[src/iom_pkg.sv]
// Notes on behaviour
// - opcode 00 1010 d ffff_fff increments the addressed register and sends the sum to the chosen target.
// - with target select 0 the result goes to the accumulator, with 1 it is written back to the register.
// - opcode 11 1000 kkkk_kkkk ORs the immediate byte into the accumulator and updates the zero flag.
// - opcode 00 0100 d ffff_fff ORs the accumulator with the register into the target and updates the zero flag.
// - opcode 00 1000 d ffff_fff copies the register value unchanged to the chosen target.
// - the copy updates the zero flag, so a copy back to the register tests it for zero.
package iom_pkg;
    localparam int          OPC_W         = 14;
    localparam int          DATA_W        = 8;
    localparam int          ADDR_W        = 7;
    localparam int          TSEL_BIT      = 7;
    localparam int          PRE_HI        = 13;
    localparam int          PRE_LO        = 8;
    localparam logic [5:0]  PRE_INC       = 6'h0A;
    localparam logic [5:0]  PRE_OR_IMM    = 6'h38;
    localparam logic [5:0]  PRE_OR_REG    = 6'h04;
    localparam logic [5:0]  PRE_COPY      = 6'h08;
    localparam logic [7:0]  ACC_RESET     = 8'h00;
    localparam logic        ZERO_RESET    = 1'b0;

    typedef enum logic [2:0] {
        IOM_OP_NONE   = 3'h0,
        IOM_OP_INC    = 3'h1,
        IOM_OP_OR_IMM = 3'h2,
        IOM_OP_OR_REG = 3'h3,
        IOM_OP_COPY   = 3'h4
    } iom_op_t;
endpackage

[src/iom_decode.sv]
`timescale 1ns/1ns
module iom_decode
    import iom_pkg::*;
(
    input  wire logic [OPC_W-1:0]  opcode,
    output iom_op_t                op,
    output logic      [ADDR_W-1:0] reg_index,
    output logic                   target_select,
    output logic      [DATA_W-1:0] imm_byte
);
    // ----------------------------------------
    // opcode field split
    // ----------------------------------------
    always_comb begin
        reg_index     = opcode[ADDR_W-1:0];
        target_select = opcode[TSEL_BIT];
        imm_byte      = opcode[DATA_W-1:0];
        case (opcode[PRE_HI:PRE_LO])
            PRE_INC:    op = IOM_OP_INC;
            PRE_OR_IMM: op = IOM_OP_OR_IMM;
            PRE_OR_REG: op = IOM_OP_OR_REG;
            PRE_COPY:   op = IOM_OP_COPY;
            default:    op = IOM_OP_NONE;
        endcase
    end
endmodule

[src/iom_exec.sv]
`timescale 1ns/1ns
module iom_exec
    import iom_pkg::*;
(
    input  wire logic              sys_clk,
    input  wire logic              rst_b,
    input  wire logic              instr_valid,
    input  wire logic [OPC_W-1:0]  opcode,
    output logic      [ADDR_W-1:0] reg_rd_index,
    input  wire logic [DATA_W-1:0] reg_rd_data,
    output logic                   reg_wr_en,
    output logic      [ADDR_W-1:0] reg_wr_index,
    output logic      [DATA_W-1:0] reg_wr_data,
    output logic      [DATA_W-1:0] acc_value,
    output logic                   zero_flag,
    output logic                   instr_done
);
    // ----------------------------------------
    // helpers
    // ----------------------------------------
    function automatic logic is_zero(input logic [DATA_W-1:0] v);
        is_zero = (v == '0);
    endfunction

    function automatic logic [DATA_W-1:0] inc_wrap(input logic [DATA_W-1:0] v);
        logic [DATA_W:0] sum;
        sum      = {1'b0, v} + {{DATA_W{1'b0}}, 1'b1};
        inc_wrap = sum[DATA_W-1:0];
    endfunction

    function automatic logic [DATA_W-1:0] or_bytes(input logic [DATA_W-1:0] a,
                                                   input logic [DATA_W-1:0] b);
        or_bytes = a | b;
    endfunction

    function automatic logic to_accumulator(input iom_op_t o, input logic tsel);
        to_accumulator = (o == IOM_OP_OR_IMM) || !tsel;
    endfunction

    function automatic logic is_known(input iom_op_t o);
        is_known = (o != IOM_OP_NONE);
    endfunction

    // ----------------------------------------
    // decode
    // ----------------------------------------
    iom_op_t           op;
    logic [ADDR_W-1:0] reg_index;
    logic              target_select;
    logic [DATA_W-1:0] imm_byte;

    iom_decode u_decode (
        .opcode        (opcode),
        .op            (op),
        .reg_index     (reg_index),
        .target_select (target_select),
        .imm_byte      (imm_byte)
    );

    assign reg_rd_index = reg_index;

    // ----------------------------------------
    // state
    // ----------------------------------------
    logic [DATA_W-1:0] acc_reg;
    logic [DATA_W-1:0] acc_next;
    logic              zero_reg;
    logic              zero_next;
    logic              wr_reg;
    logic              wr_next;
    logic [ADDR_W-1:0] widx_reg;
    logic [ADDR_W-1:0] widx_next;
    logic [DATA_W-1:0] wdat_reg;
    logic [DATA_W-1:0] wdat_next;
    logic              done_reg;
    logic              done_next;

    // ----------------------------------------
    // datapath
    // ----------------------------------------
    logic [DATA_W-1:0] inc_result;
    logic [DATA_W-1:0] or_imm_result;
    logic [DATA_W-1:0] or_reg_result;
    logic [DATA_W-1:0] copy_result;
    logic [DATA_W-1:0] result;
    logic              commit;
    logic              acc_dest;

    always_comb begin
        inc_result    = inc_wrap(reg_rd_data);
        or_imm_result = or_bytes(acc_reg, imm_byte);
        or_reg_result = or_bytes(acc_reg, reg_rd_data);
        copy_result   = reg_rd_data;
    end

    // ----------------------------------------
    // operation select
    // ----------------------------------------
    always_comb begin
        case (op)
            IOM_OP_INC: begin
                result = inc_result;
            end
            IOM_OP_OR_IMM: begin
                result = or_imm_result;
            end
            IOM_OP_OR_REG: begin
                result = or_reg_result;
            end
            IOM_OP_COPY: begin
                result = copy_result;
            end
            default: begin
                result = acc_reg;
            end
        endcase
    end

    // ----------------------------------------
    // execute strobe
    // ----------------------------------------
    always_comb begin
        commit   = instr_valid && is_known(op);
        acc_dest = to_accumulator(op, target_select);
    end

    // ----------------------------------------
    // accumulator
    // ----------------------------------------
    always_comb begin
        acc_next = acc_reg;
        if (commit && acc_dest) begin
            acc_next = result;
        end
    end

    always_ff @(posedge sys_clk) begin
        if (!rst_b) begin
            acc_reg <= ACC_RESET;
        end else begin
            acc_reg <= acc_next;
        end
    end

    // ----------------------------------------
    // zero flag
    // ----------------------------------------
    always_comb begin
        zero_next = zero_reg;
        if (commit) begin
            zero_next = is_zero(result);
        end
    end

    always_ff @(posedge sys_clk) begin
        if (!rst_b) begin
            zero_reg <= ZERO_RESET;
        end else begin
            zero_reg <= zero_next;
        end
    end

    // ----------------------------------------
    // write strobe
    // ----------------------------------------
    always_comb begin
        wr_next = 1'b0;
        if (commit && !acc_dest) begin
            wr_next = 1'b1;
        end
    end

    always_ff @(posedge sys_clk) begin
        if (!rst_b) begin
            wr_reg <= 1'b0;
        end else begin
            wr_reg <= wr_next;
        end
    end

    // ----------------------------------------
    // write index and data
    // ----------------------------------------
    always_comb begin
        widx_next = widx_reg;
        wdat_next = wdat_reg;
        if (commit && !acc_dest) begin
            widx_next = reg_index;
            wdat_next = result;
        end
    end

    always_ff @(posedge sys_clk) begin
        if (!rst_b) begin
            widx_reg <= '0;
            wdat_reg <= '0;
        end else begin
            widx_reg <= widx_next;
            wdat_reg <= wdat_next;
        end
    end

    // ----------------------------------------
    // done pulse
    // ----------------------------------------
    always_comb begin
        done_next = commit;
    end

    always_ff @(posedge sys_clk) begin
        if (!rst_b) begin
            done_reg <= 1'b0;
        end else begin
            done_reg <= done_next;
        end
    end

    // ----------------------------------------
    // outputs
    // ----------------------------------------
    assign reg_wr_en    = wr_reg;
    assign reg_wr_index = widx_reg;
    assign reg_wr_data  = wdat_reg;
    assign acc_value    = acc_reg;
    assign zero_flag    = zero_reg;
    assign instr_done   = done_reg;
endmodule

[config.mk]
export PLATFORM = sky130hd
export DESIGN_NAME = iom_exec
export DESIGN_NICKNAME = d
export VERILOG_FILES = /design/src/iom_pkg.sv /design/src/iom_decode.sv /design/src/iom_exec.sv
export SDC_FILE = /design/constraint.sdc
export NUM_CORES = 1
export LEC_CHECK = 0
export BUFFER_PORTS_ARGS = -buffer_cell sky130_fd_sc_hd__buf_2
export CORE_MARGIN = 8
export CORE_UTILIZATION = 50
export CTS_CLUSTER_DIAMETER = 100
export DETAILED_ROUTE_END_ITERATION = 16
export PLACE_DENSITY = 0.83
export SYNTH_ARGS = -nofsm -noshare
export SYNTH_HDL_FRONTEND = slang
export SYNTH_HIERARCHICAL = 1
export SYNTH_SLANG_ARGS = --single-unit
[constraint.sdc]
create_clock -name sys_clk -period 3.3 [get_ports sys_clk]
set_input_delay 0.165 -clock sys_clk [delete_from_list [all_inputs] [get_ports sys_clk]]
set_output_delay 0.165 -clock sys_clk [all_outputs]
set_load 0.05 [all_outputs]
==> flow_metrics.py, run 1 <==
metrics = {
    "outcome": {
        "status": "finished clean",
    },
    "setup_path": {
        "crit_arrival_ns": 2.74,
        "cp_num_buf_inv": 2,
        "cp_cell_sequence": "buf_2 > or3b_1 > a2111oi_4 > buf_4 > mux2_4 > a22oi_1 > o221ai_2 > nor4_2 > nand4_1 > o31ai_2",
        "critPathTopFamily": "compound AO/OA/AOI/OAI gates",
        "endpoint": "zero_flag$_SDFFE_PN0P_",
        "r2r_cells": 5,
        "reg2reg_from": "acc_value[1]$_SDFFE_PN0P_",
        "crit_slowest_cell": "or3b_1",
        "path_depth": 10,
        "crit_path_end_kind": "flip-flop",
        "crit_path_max_incr_delay_ns": 0.41,
        "r2r-end": "zero_flag$_SDFFE_PN0P_",
        "cp_max_fo": 27,
        "cp.required_ns": 3.54,
        "startpoint": "opcode[9]",
        "startpoint_type": "input pin",
        "worst-r2r-setup-slack_ns": 1.76,
        "worstSetupPathType": "input pin to flip-flop",
    },
    "place": {
        "routabilityCongestion": 0.916,
        "dpl.cell_count": 283,
        "dp_slack_ns": 0.491,
        "hpwl_um": 3410,
        "port_buffers": 57,
    },
    "flow_run": {
        "maxCapViolCount": 0,
    },
    "drt": {
        "ant_nets": 0,
        "drt_iter0_markers": 127,
        "dr.pass1.iters": 5,
        "wl_per_cell_um": 15.3,
        "post_drt_via_cell_ratio": 5.60,
        "vias": 1603,
        "post-route-drc-count": 0,
        "drt-total-wl_um": 4370,
    },
    "global_route": {
        "grt_pass1_vias": 1560,
        "antenna_found_initial": 0,
        "gr-total-overflow": 0,
        "grt_pass1_wl_um": 7030,
        "track_usage": 0.157,
        "grt_max_degree": 28,
    },
    "cells_and_area": {
        "nets": 268,
        "areaGrowthSynthToFinish_pct": 13.0,
        "regArea_um2": 520,
        "layoutNonFillerInstCount": 286,
        "n_fill_cell": 334,
        "multi_input_area_mm2": 0.00104,
        "n_antenna_cell": 0,
        "drive_gt1_frac": 0.313,
    },
    "timing": {
        "fmax_mhz": 399,
        "finalHoldViolations": 0,
        "drv_slew": 0,
        "tns_ns": 0,
        "timing.final.crit_period_ns": 2.50,
        "rsz0062_at_grt": "no",
        "maxSlewHeadroom": 0.554,
        "worstMarginPinSlew_ns": 0.669,
        "fin_crit_sh": 0.759,
        "setup_viol": 0,
        "finalWorstSetupSlack_ns": 0.796,
        "skew_ns": 0.00114,
    },
    "power_and_ir_drop": {
        "internal-power_mw": 0.399,
        "p_leak_nw": 0.828,
        "power.share.clock": 0.230,
        "comb_power_share": 0.204,
        "swShare": 0.291,
        "power.switching_mw": 0.164,
        "p_seq_frac": 0.566,
        "finalPower_mw": 0.563,
        "ir_worst_vdd_mv": 0.228,
        "power_density_mw_per_mm2": 288,
    },
    "yosys": {
        "synthDistinctLibCells": 54,
        "synth_top_area_share": 0.301,
        "ys_top_cells_by_count": "nand2_1 (31), dfxtp_1 (26), buf_4 (16)",
        "syn_inst": 203,
        "synth-warning-count": 6,
        "synth_flop_cell": "dfxtp_1",
        "netlist.top_cell.by_area": "dfxtp_1",
        "synth.avg_cell_area_um2": 8.53,
        "synth_nets": 229,
        "synthTopCellsByArea": "dfxtp_1 (30%), buf_4 (6.9%), nand2_1 (6.7%)",
        "synth-seq-cells": 26,
        "synth_edf_count": 0,
        "yosysMostFrequentCell": "nand2_1",
        "syn-cell-area_mm2": 0.00173,
        "seq_area_frac_synth": 0.301,
        "async_reset_ff_frac": 0,
    },
    "floorplanning": {
        "die_h_um": 74.9,
        "boundaryPins": 58,
        "rows": 21,
        "die_w_um": 74.9,
        "dieArea_mm2": 0.00560,
        "core_mm2": 0.00334,
        "initial_utilization": 0.519,
    },
    "clocking": {
        "worstSkewPairLatency_ns": 0.31,
        "cts_tree": "built",
        "cts_resized": 0,
        "cts.reportedPaths.clkPinSlew_ns": 0.13,
        "post-cts-setup-buffers": 0,
        "clock_sinks": 26,
        "cts-root-buf": "clkbuf_4",
        "cts_buffers": 3,
        "hold_buffers": 0,
        "clockBufferDepth": 2,
        "htreeDepth": 1,
    },
    "hold_path": {
        "hold_class": "input pin to flip-flop",
        "min_from": "opcode[2]",
    },
}
==> worst min path at each step <==
stage / end / slack (ns) / cells past startpoint
after global routing: reg_wr_index[2]$_SDFFE_PN0P_ / 0.08 / 3
after floorplan: reg_wr_index[3]$_SDFFE_PN0P_ / 0.32 / 1
final: reg_wr_index[2]$_SDFFE_PN0P_ / 0.09 / 3
after global placement: reg_wr_index[0]$_SDFFE_PN0P_ / 0.43 / 3
after CTS: reg_wr_index[2]$_SDFFE_PN0P_ / 0.09 / 3
after detailed placement: reg_wr_index[2]$_SDFFE_PN0P_ / 0.44 / 3
==> layout make-up <==
cell class / instances / area share
Clock buffer: 3 / 0.0115
Timing Repair Buffer: 60 / 0.157
Sequential cell: 26 / 0.266
Tap cell: 46 / 0.0294
Inverter: 3 / 0.00575
Multi-Input combinational cell: 148 / 0.530
==> flip-flops by register name, summed over array words and instances, names as in the netlist <==
name,flops
reg_wr_data,8
reg_wr_index,7
acc_value,8
zero_flag,1
reg_wr_en,1
instr_done,1
==> layer usage <==
| layer | vias up | global-route usage | wire length (um) |
|---|---|---|---|
| met4 | 0 | 0.0326 | 60 |
| met3 | 6 | 0.0519 | 369 |
| met1 | 742 | 0.187 | 1820 |
| met5 | - | 0 | 0 |
| met2 | 54 | 0.266 | 2120 |
| li1 | 801 | - | - |
==> power by group through the flow <==
stage	combinational [mW]	sequential [mW]	clock (mW)
final	0.115	0.319	0.129
after detailed placement	0.115	0.326	0
after floorplan	0.0767	0.335	0
after global placement	0.113	0.325	0
after CTS	0.115	0.319	0.132
after global routing	0.124	0.319	0.147
==> per-stage QoR <==
stage | area, um2 | hold slack, ns | util
6_report | 1960 | 0.0932 | 0.586
5_1_grt | 1960 | 0.0751 | 0.586
4_1_cts | 1960 | 0.0871 | 0.586
3_5_place_dp | 1930 | 0.441 | 0.580
3_3_place_gp | 1930 | 0.432 | 0.580
2_1_floorplan | 1730 | 0.319 | -
==> worst min-delay path: cells and delay by family <==
kind | cells | cell delay, ns
AOI/OAI and AO/OA | 1 | 0.05
buffers and inverters | 1 | 0.11
and+or+nand+nor | 1 | 0.05
==> layout by cell type, fill, tap and decap left out, types with 3 or more instances in the layout <==
cell / Yosys / routed
a21boi_0: 3 / 3
a21boi_1: 8 / 8
a21oi_1: 5 / 5
a22oi_1: 3 / 3
buf_2: 2 / 57
buf_4: 16 / 3
clkbuf_4: 0 / 3
dfxtp_1: 26 / 26
mux2i_1: 7 / 7
nand2_1: 31 / 31
nand3_1: 6 / 6
nor2_1: 10 / 10
nor2b_1: 8 / 8
nor3b_1: 8 / 8
o211a_1: 4 / 4
o211ai_1: 3 / 3
o21ai_1: 4 / 4
xor2_1: 3 / 3
==> kinds of logic (layout without fill, tap and decap cells) <==
kind of cell | after synthesis | after routing | synth area share
compound gates | 48 | 48 | 0.229
xor+xnor | 4 | 4 | 0.0202
fa+ha+maj | 1 | 1 | 0.00722
buf+inv | 29 | 66 | 0.108
flops | 26 | 26 | 0.301
mux | 11 | 11 | 0.0708
simple gates | 84 | 84 | 0.264
(Power assumes the default switching activity.)
==> run 2, diff against run 1 <==
==> constraint.sdc (replaced) <==
create_clock -name sys_clk -period 2.6 [get_ports sys_clk]
set_input_delay 0.13 -clock sys_clk [delete_from_list [all_inputs] [get_ports sys_clk]]
set_output_delay 0.13 -clock sys_clk [all_outputs]
set_load 0.05 [all_outputs]
==> run 2 against run 1 <==
  * Clock power rose by 27%
  * Critical path depth did not move
  * Largest cell class unchanged
  * Non-clock buffer count rose by 16
==> flow_metrics.py, run 2 (synthesis results as in run 1) <==
metrics = {
    "clocking": {
        "cts_buffers": 3,
        "clockBufferDepth": 2,
        "post-cts-setup-buffers": 0,
        "worstSkewPairLatency_ns": 0.31,
        "hold_buffers": 0,
        "cts_tree": "built",
        "cts-root-buf": "clkbuf_4",
        "htreeDepth": 1,
        "cts_resized": 0,
        "cts.reportedPaths.clkPinSlew_ns": 0.13,
        "clock_sinks": 26,
    },
    "floorplanning": {
        "die_h_um": 74.9,
        "boundaryPins": 58,
        "die_w_um": 74.9,
        "dieArea_mm2": 0.00560,
        "rows": 21,
        "core_mm2": 0.00334,
        "initial_utilization": 0.519,
    },
    "power_and_ir_drop": {
        "ir_worst_vdd_mv": 0.300,
        "power_density_mw_per_mm2": 347,
        "p_leak_nw": 0.914,
    },
    "setup_path": {
        "crit_arrival_ns": 2.50,
        "worstSetupPathType": "input pin to flip-flop",
        "startpoint_type": "input pin",
        "crit_path_end_kind": "flip-flop",
        "cp_max_fo": 21,
        "cp.required_ns": 2.84,
    },
    "cells_and_area": {
        "n_fill_cell": 296,
        "final_cell_mix": "buf_2 (57), nand2_1 (31), dfxtp_1 (26), buf_4 (18), nor2_1 (10)",
        "n_antenna_cell": 0,
        "layout_commonest_cell": "buf_2",
        "nets": 284,
        "areaGrowthSynthToFinish_pct": 20.7,
        "drive_gt1_frac": 0.355,
    },
    "timing": {
        "fmax_mhz": 443,
        "skew_ns": 0.00193,
        "rsz0062_at_grt": "no",
        "drv_slew": 0,
        "finalHoldViolations": 0,
        "fin_crit_sh": 0.869,
        "maxSlewHeadroom": 0.655,
        "worstMarginPinSlew_ns": 0.516,
        "timing.final.crit_period_ns": 2.26,
        "setup_viol": 0,
        "holdWs_ns": 0.0571,
        "tns_ns": 0,
    },
    "place": {
        "port_buffers": 57,
        "hpwl_um": 3580,
        "routabilityCongestion": 0.928,
    },
    "global_route": {
        "antenna_found_initial": 0,
        "grt_max_degree": 27,
        "grt_pass1_wl_um": 7280,
        "gr-total-overflow": 0,
        "grt_pass1_vias": 1571,
        "track_usage": 0.163,
    },
    "hold_path": {
        "hold_class": "input pin to flip-flop",
    },
    "drt": {
        "post-route-drc-count": 0,
        "ant_nets": 0,
        "drt-total-wl_um": 4440,
        "post_drt_via_cell_ratio": 5.50,
        "vias": 1662,
        "dr.pass1.iters": 4,
        "drt_iter0_markers": 128,
        "wl_per_cell_um": 14.7,
    },
    "outcome": {
        "status": "finished clean",
    },
    "flow_run": {
        "maxCapViolCount": 0,
    },
}
run 2: final timing paths:
check	startpoint	to	slack [ns]	depth (start not counted)
min reg2reg	reg_wr_index[1]$_SDFFE_PN0P_	reg_wr_index[1]$_SDFFE_PN0P_	0.46	2
max reg2reg	acc_value[1]$_SDFFE_PN0P_	zero_flag$_SDFFE_PN0P_	1.09	5
max	opcode[9]	zero_flag$_SDFFE_PN0P_	0.34	10
min	opcode[1]	reg_wr_index[1]$_SDFFE_PN0P_	0.06	3
run 2: per-stage QoR:
stage | area, um2 | std cells | util | setup WS, ns | total power, mW
floorplan | 1730 | 203 | - | 0.192 | 0.523
global route | 2090 | 302 | 0.626 | 0.208 | 0.761
detailed placement | 2070 | 299 | 0.619 | 0.00664 | 0.570
global placement | 2070 | 299 | 0.619 | 0.0399 | 0.568
CTS | 2090 | 302 | 0.626 | 0.350 | 0.734
finish | 2090 | 302 | 0.626 | 0.341 | 0.726
run 2: power by group:
group	switching [mW]	internal, mW
sequential	0.00247	0.402
combinational	0.0975	0.0602
clock	0.110	0.0543
run 2: layout make-up:
class	count	area (um2)	area share
Multi-Input combinational cell	148	1040	0.496
Sequential cell	26	520	0.249
Timing Repair Buffer	76	440	0.211
Tap cell	46	57.6	0.0275
Clock buffer	3	22.5	0.0108
Inverter	3	11.3	0.00539
run 2: worst max-delay path: stages:
cell       delay (ns)
buf_2            0.10
or3b_1           0.41
a2111oi_4        0.41
buf_12           0.20
mux2_4           0.31
a22oi_2          0.15
o221ai_2         0.14
nor4_2           0.30
nand4_1          0.15
o31ai_2          0.19
run 2: routing by layer:
metal	share of wire	up-vias	track usage
met5	0	-	0
met4	0.011	0	0.0326
met3	0.078	6	0.0479
met2	0.48	49	0.274
met1	0.43	779	0.199
li1	-	828	-
==> run 3, diff against run 2 <==
--- a/config.mk
+++ b/config.mk
@@ -11,6 +11,7 @@
 export CTS_CLUSTER_DIAMETER = 100
 export DETAILED_ROUTE_END_ITERATION = 16
 export PLACE_DENSITY = 0.83
+export SETUP_SLACK_MARGIN = 0.5
 export SYNTH_ARGS = -nofsm -noshare
 export SYNTH_HDL_FRONTEND = slang
 export SYNTH_HIERARCHICAL = 1
==> run 3 against run 2 <==
  * Critical path depth unchanged
  * Die area did not move
  * Global-route usage grew 1.0 points
  * Utilization rose by 5.8 points
  * Wire length increased by 15%
==> flow_metrics.py, run 3 (synthesis results as in run 1) <==
metrics = {
    "power_and_ir_drop": {
        "power_density_mw_per_mm2": 325,
        "ir_worst_vdd_mv": 0.207,
        "finalPower_mw": 0.743,
        "p_leak_nw": 0.994,
    },
    "clocking": {
        "worstSkewPairLatency_ns": 0.31,
        "cts_tree": "built",
        "hold_buffers": 0,
        "cts.reportedPaths.clkPinSlew_ns": 0.13,
        "cts_buffers": 3,
        "clock_sinks": 26,
        "clockBufferDepth": 2,
        "cts-root-buf": "clkbuf_4",
        "htreeDepth": 1,
    },
    "floorplanning": {
        "boundaryPins": 58,
        "dieArea_mm2": 0.00560,
        "rows": 21,
        "initial_utilization": 0.519,
        "die_w_um": 74.9,
        "core_mm2": 0.00334,
        "die_h_um": 74.9,
    },
    "setup_path": {
        "cp_cell_sequence": "buf_6 > or3b_4 > a2111oi_4 > buf_6 > or3b_1 > o311a_1 > o22a_1 > nor4_2 > nand4_1 > o31ai_2",
        "critPathTopFamily": "simple AND/OR/NAND/NOR gates",
        "cp.required_ns": 2.84,
        "crit_path_max_incr_delay_ns": 0.39,
        "startpoint_type": "input pin",
        "crit_arrival_ns": 2.41,
        "worst-r2r-setup-slack_ns": 1.05,
        "cp_common_cell": "buf_6",
        "cp_max_fo": 6,
        "worstSetupPathType": "input pin to flip-flop",
        "cp_num_buf_inv": 2,
        "crit_path_end_kind": "flip-flop",
        "crit_slowest_cell": "or3b_4",
    },
    "timing": {
        "setup_viol": 0,
        "finalWorstSetupSlack_ns": 0.428,
        "maxSlewHeadroom": 0.667,
        "fmax_mhz": 460,
        "fin_crit_sh": 0.835,
        "tns_ns": 0,
        "skew_ns": 0.00259,
        "rsz0062_at_grt": "yes",
        "finalHoldViolations": 0,
        "drv_slew": 0,
        "worstMarginPinSlew_ns": 0.498,
        "timing.final.crit_period_ns": 2.17,
    },
    "cells_and_area": {
        "final_cell_mix": "buf_2 (54), nand2_1 (31), dfxtp_1 (26), buf_4 (26), nor2_1 (10)",
        "areaGrowthSynthToFinish_pct": 31.9,
        "n_fill_cell": 257,
        "layout_commonest_cell": "buf_2",
        "n_antenna_cell": 0,
        "fin_util": 0.684,
        "design_area_mm2": 0.00228,
        "nets": 293,
        "drive_gt1_frac": 0.442,
    },
    "global_route": {
        "grt_pass1_vias": 1699,
        "gr-total-overflow": 0,
        "grt_pass1_wl_um": 7690,
        "grt_max_degree": 27,
        "track_usage": 0.173,
        "antenna_found_initial": 0,
    },
    "place": {
        "hpwl_um": 3650,
        "port_buffers": 57,
        "dp_slack_ns": 0.0116,
        "routabilityCongestion": 0.916,
        "dpl_cell_area_mm2": 0.00206,
    },
    "drt": {
        "dr.pass1.iters": 4,
        "ant_nets": 0,
        "vias": 1772,
        "post_drt_via_cell_ratio": 5.70,
        "post-route-drc-count": 0,
        "drt_iter0_markers": 93,
        "drt-total-wl_um": 5120,
        "wl_per_cell_um": 16.5,
    },
    "hold_path": {
        "hold_class": "input pin to flip-flop",
    },
    "flow_run": {
        "maxCapViolCount": 0,
    },
    "outcome": {
        "status": "finished clean",
    },
}
-- run 3: cell count changes in the layout (fill, tap and decap cells not counted), moves of 2 or more --
cell     before  now
buf_4        18   26
buf_6         0    4
buf_2        57   54
a21oi_1       5    3
a31oi_1       2    0
a31oi_4       0    2
mux2_1        2    0
or4_1         2    0
or4_4         0    2
-- run 3: where the power goes --
part           switching, mW  internal, mW
Sequential           0.00266         0.402
Clock                  0.107        0.0541
Combinational          0.107        0.0697
Total                  0.217         0.526
-- run 3: metal layers --
layer / wire, um / vias up / track usage
met4: 156 / 0 / 0.0457
met2: 2490 / 70 / 0.297
li1: - / 853 / -
met5: 0 / - / 0
met3: 343 / 14 / 0.0360
met1: 2120 / 835 / 0.211
-- run 3: repair_timing --
action,in CTS,in global routing
pin swaps,0,2
setup endpoints to repair,9,17
cloned,1,0
resized for setup,8,13
setup buffers,7,5
-- run 3: final cells by class --
type,instances,area (um2),share of cell area
clock buffer,3,22.5,0.00986
inverter,3,11.3,0.00493
multi-input combinational,148,1140,0.500
sequential,26,520,0.228
tap,46,57.6,0.0252
timing repair buffer,85,531,0.232
-- run 3: worst reg2reg max path: stages (launching register included) --
cell and delay [ns]:
dfxtp_1 0.36, o311a_1 0.35, o22a_1 0.20, nor4_2 0.27, nand4_1 0.13, o31ai_2 0.17
-- run 3: path summary, 6_finish.rpt --
check                              startpoint  cells after the start                            to
setup / recovery                    opcode[9]                     10        zero_flag$_SDFFE_PN0P_
hold / removal                      opcode[1]                      3  reg_wr_index[1]$_SDFFE_PN0P_
setup reg to reg    acc_value[1]$_SDFFE_PN0P_                      5        zero_flag$_SDFFE_PN0P_
hold reg to reg   reg_wr_data[5]$_SDFFE_PN0P_                      2   reg_wr_data[5]$_SDFFE_PN0P_
-- run 3: through the flow --
step / instances / hold slack [ns]
floorplan: 203 / 0.284
global placement: 295 / 0.392
detailed placement: 295 / 0.405
CTS: 306 / 0.0631
global route: 311 / 0.0598
finish: 311 / 0.0691
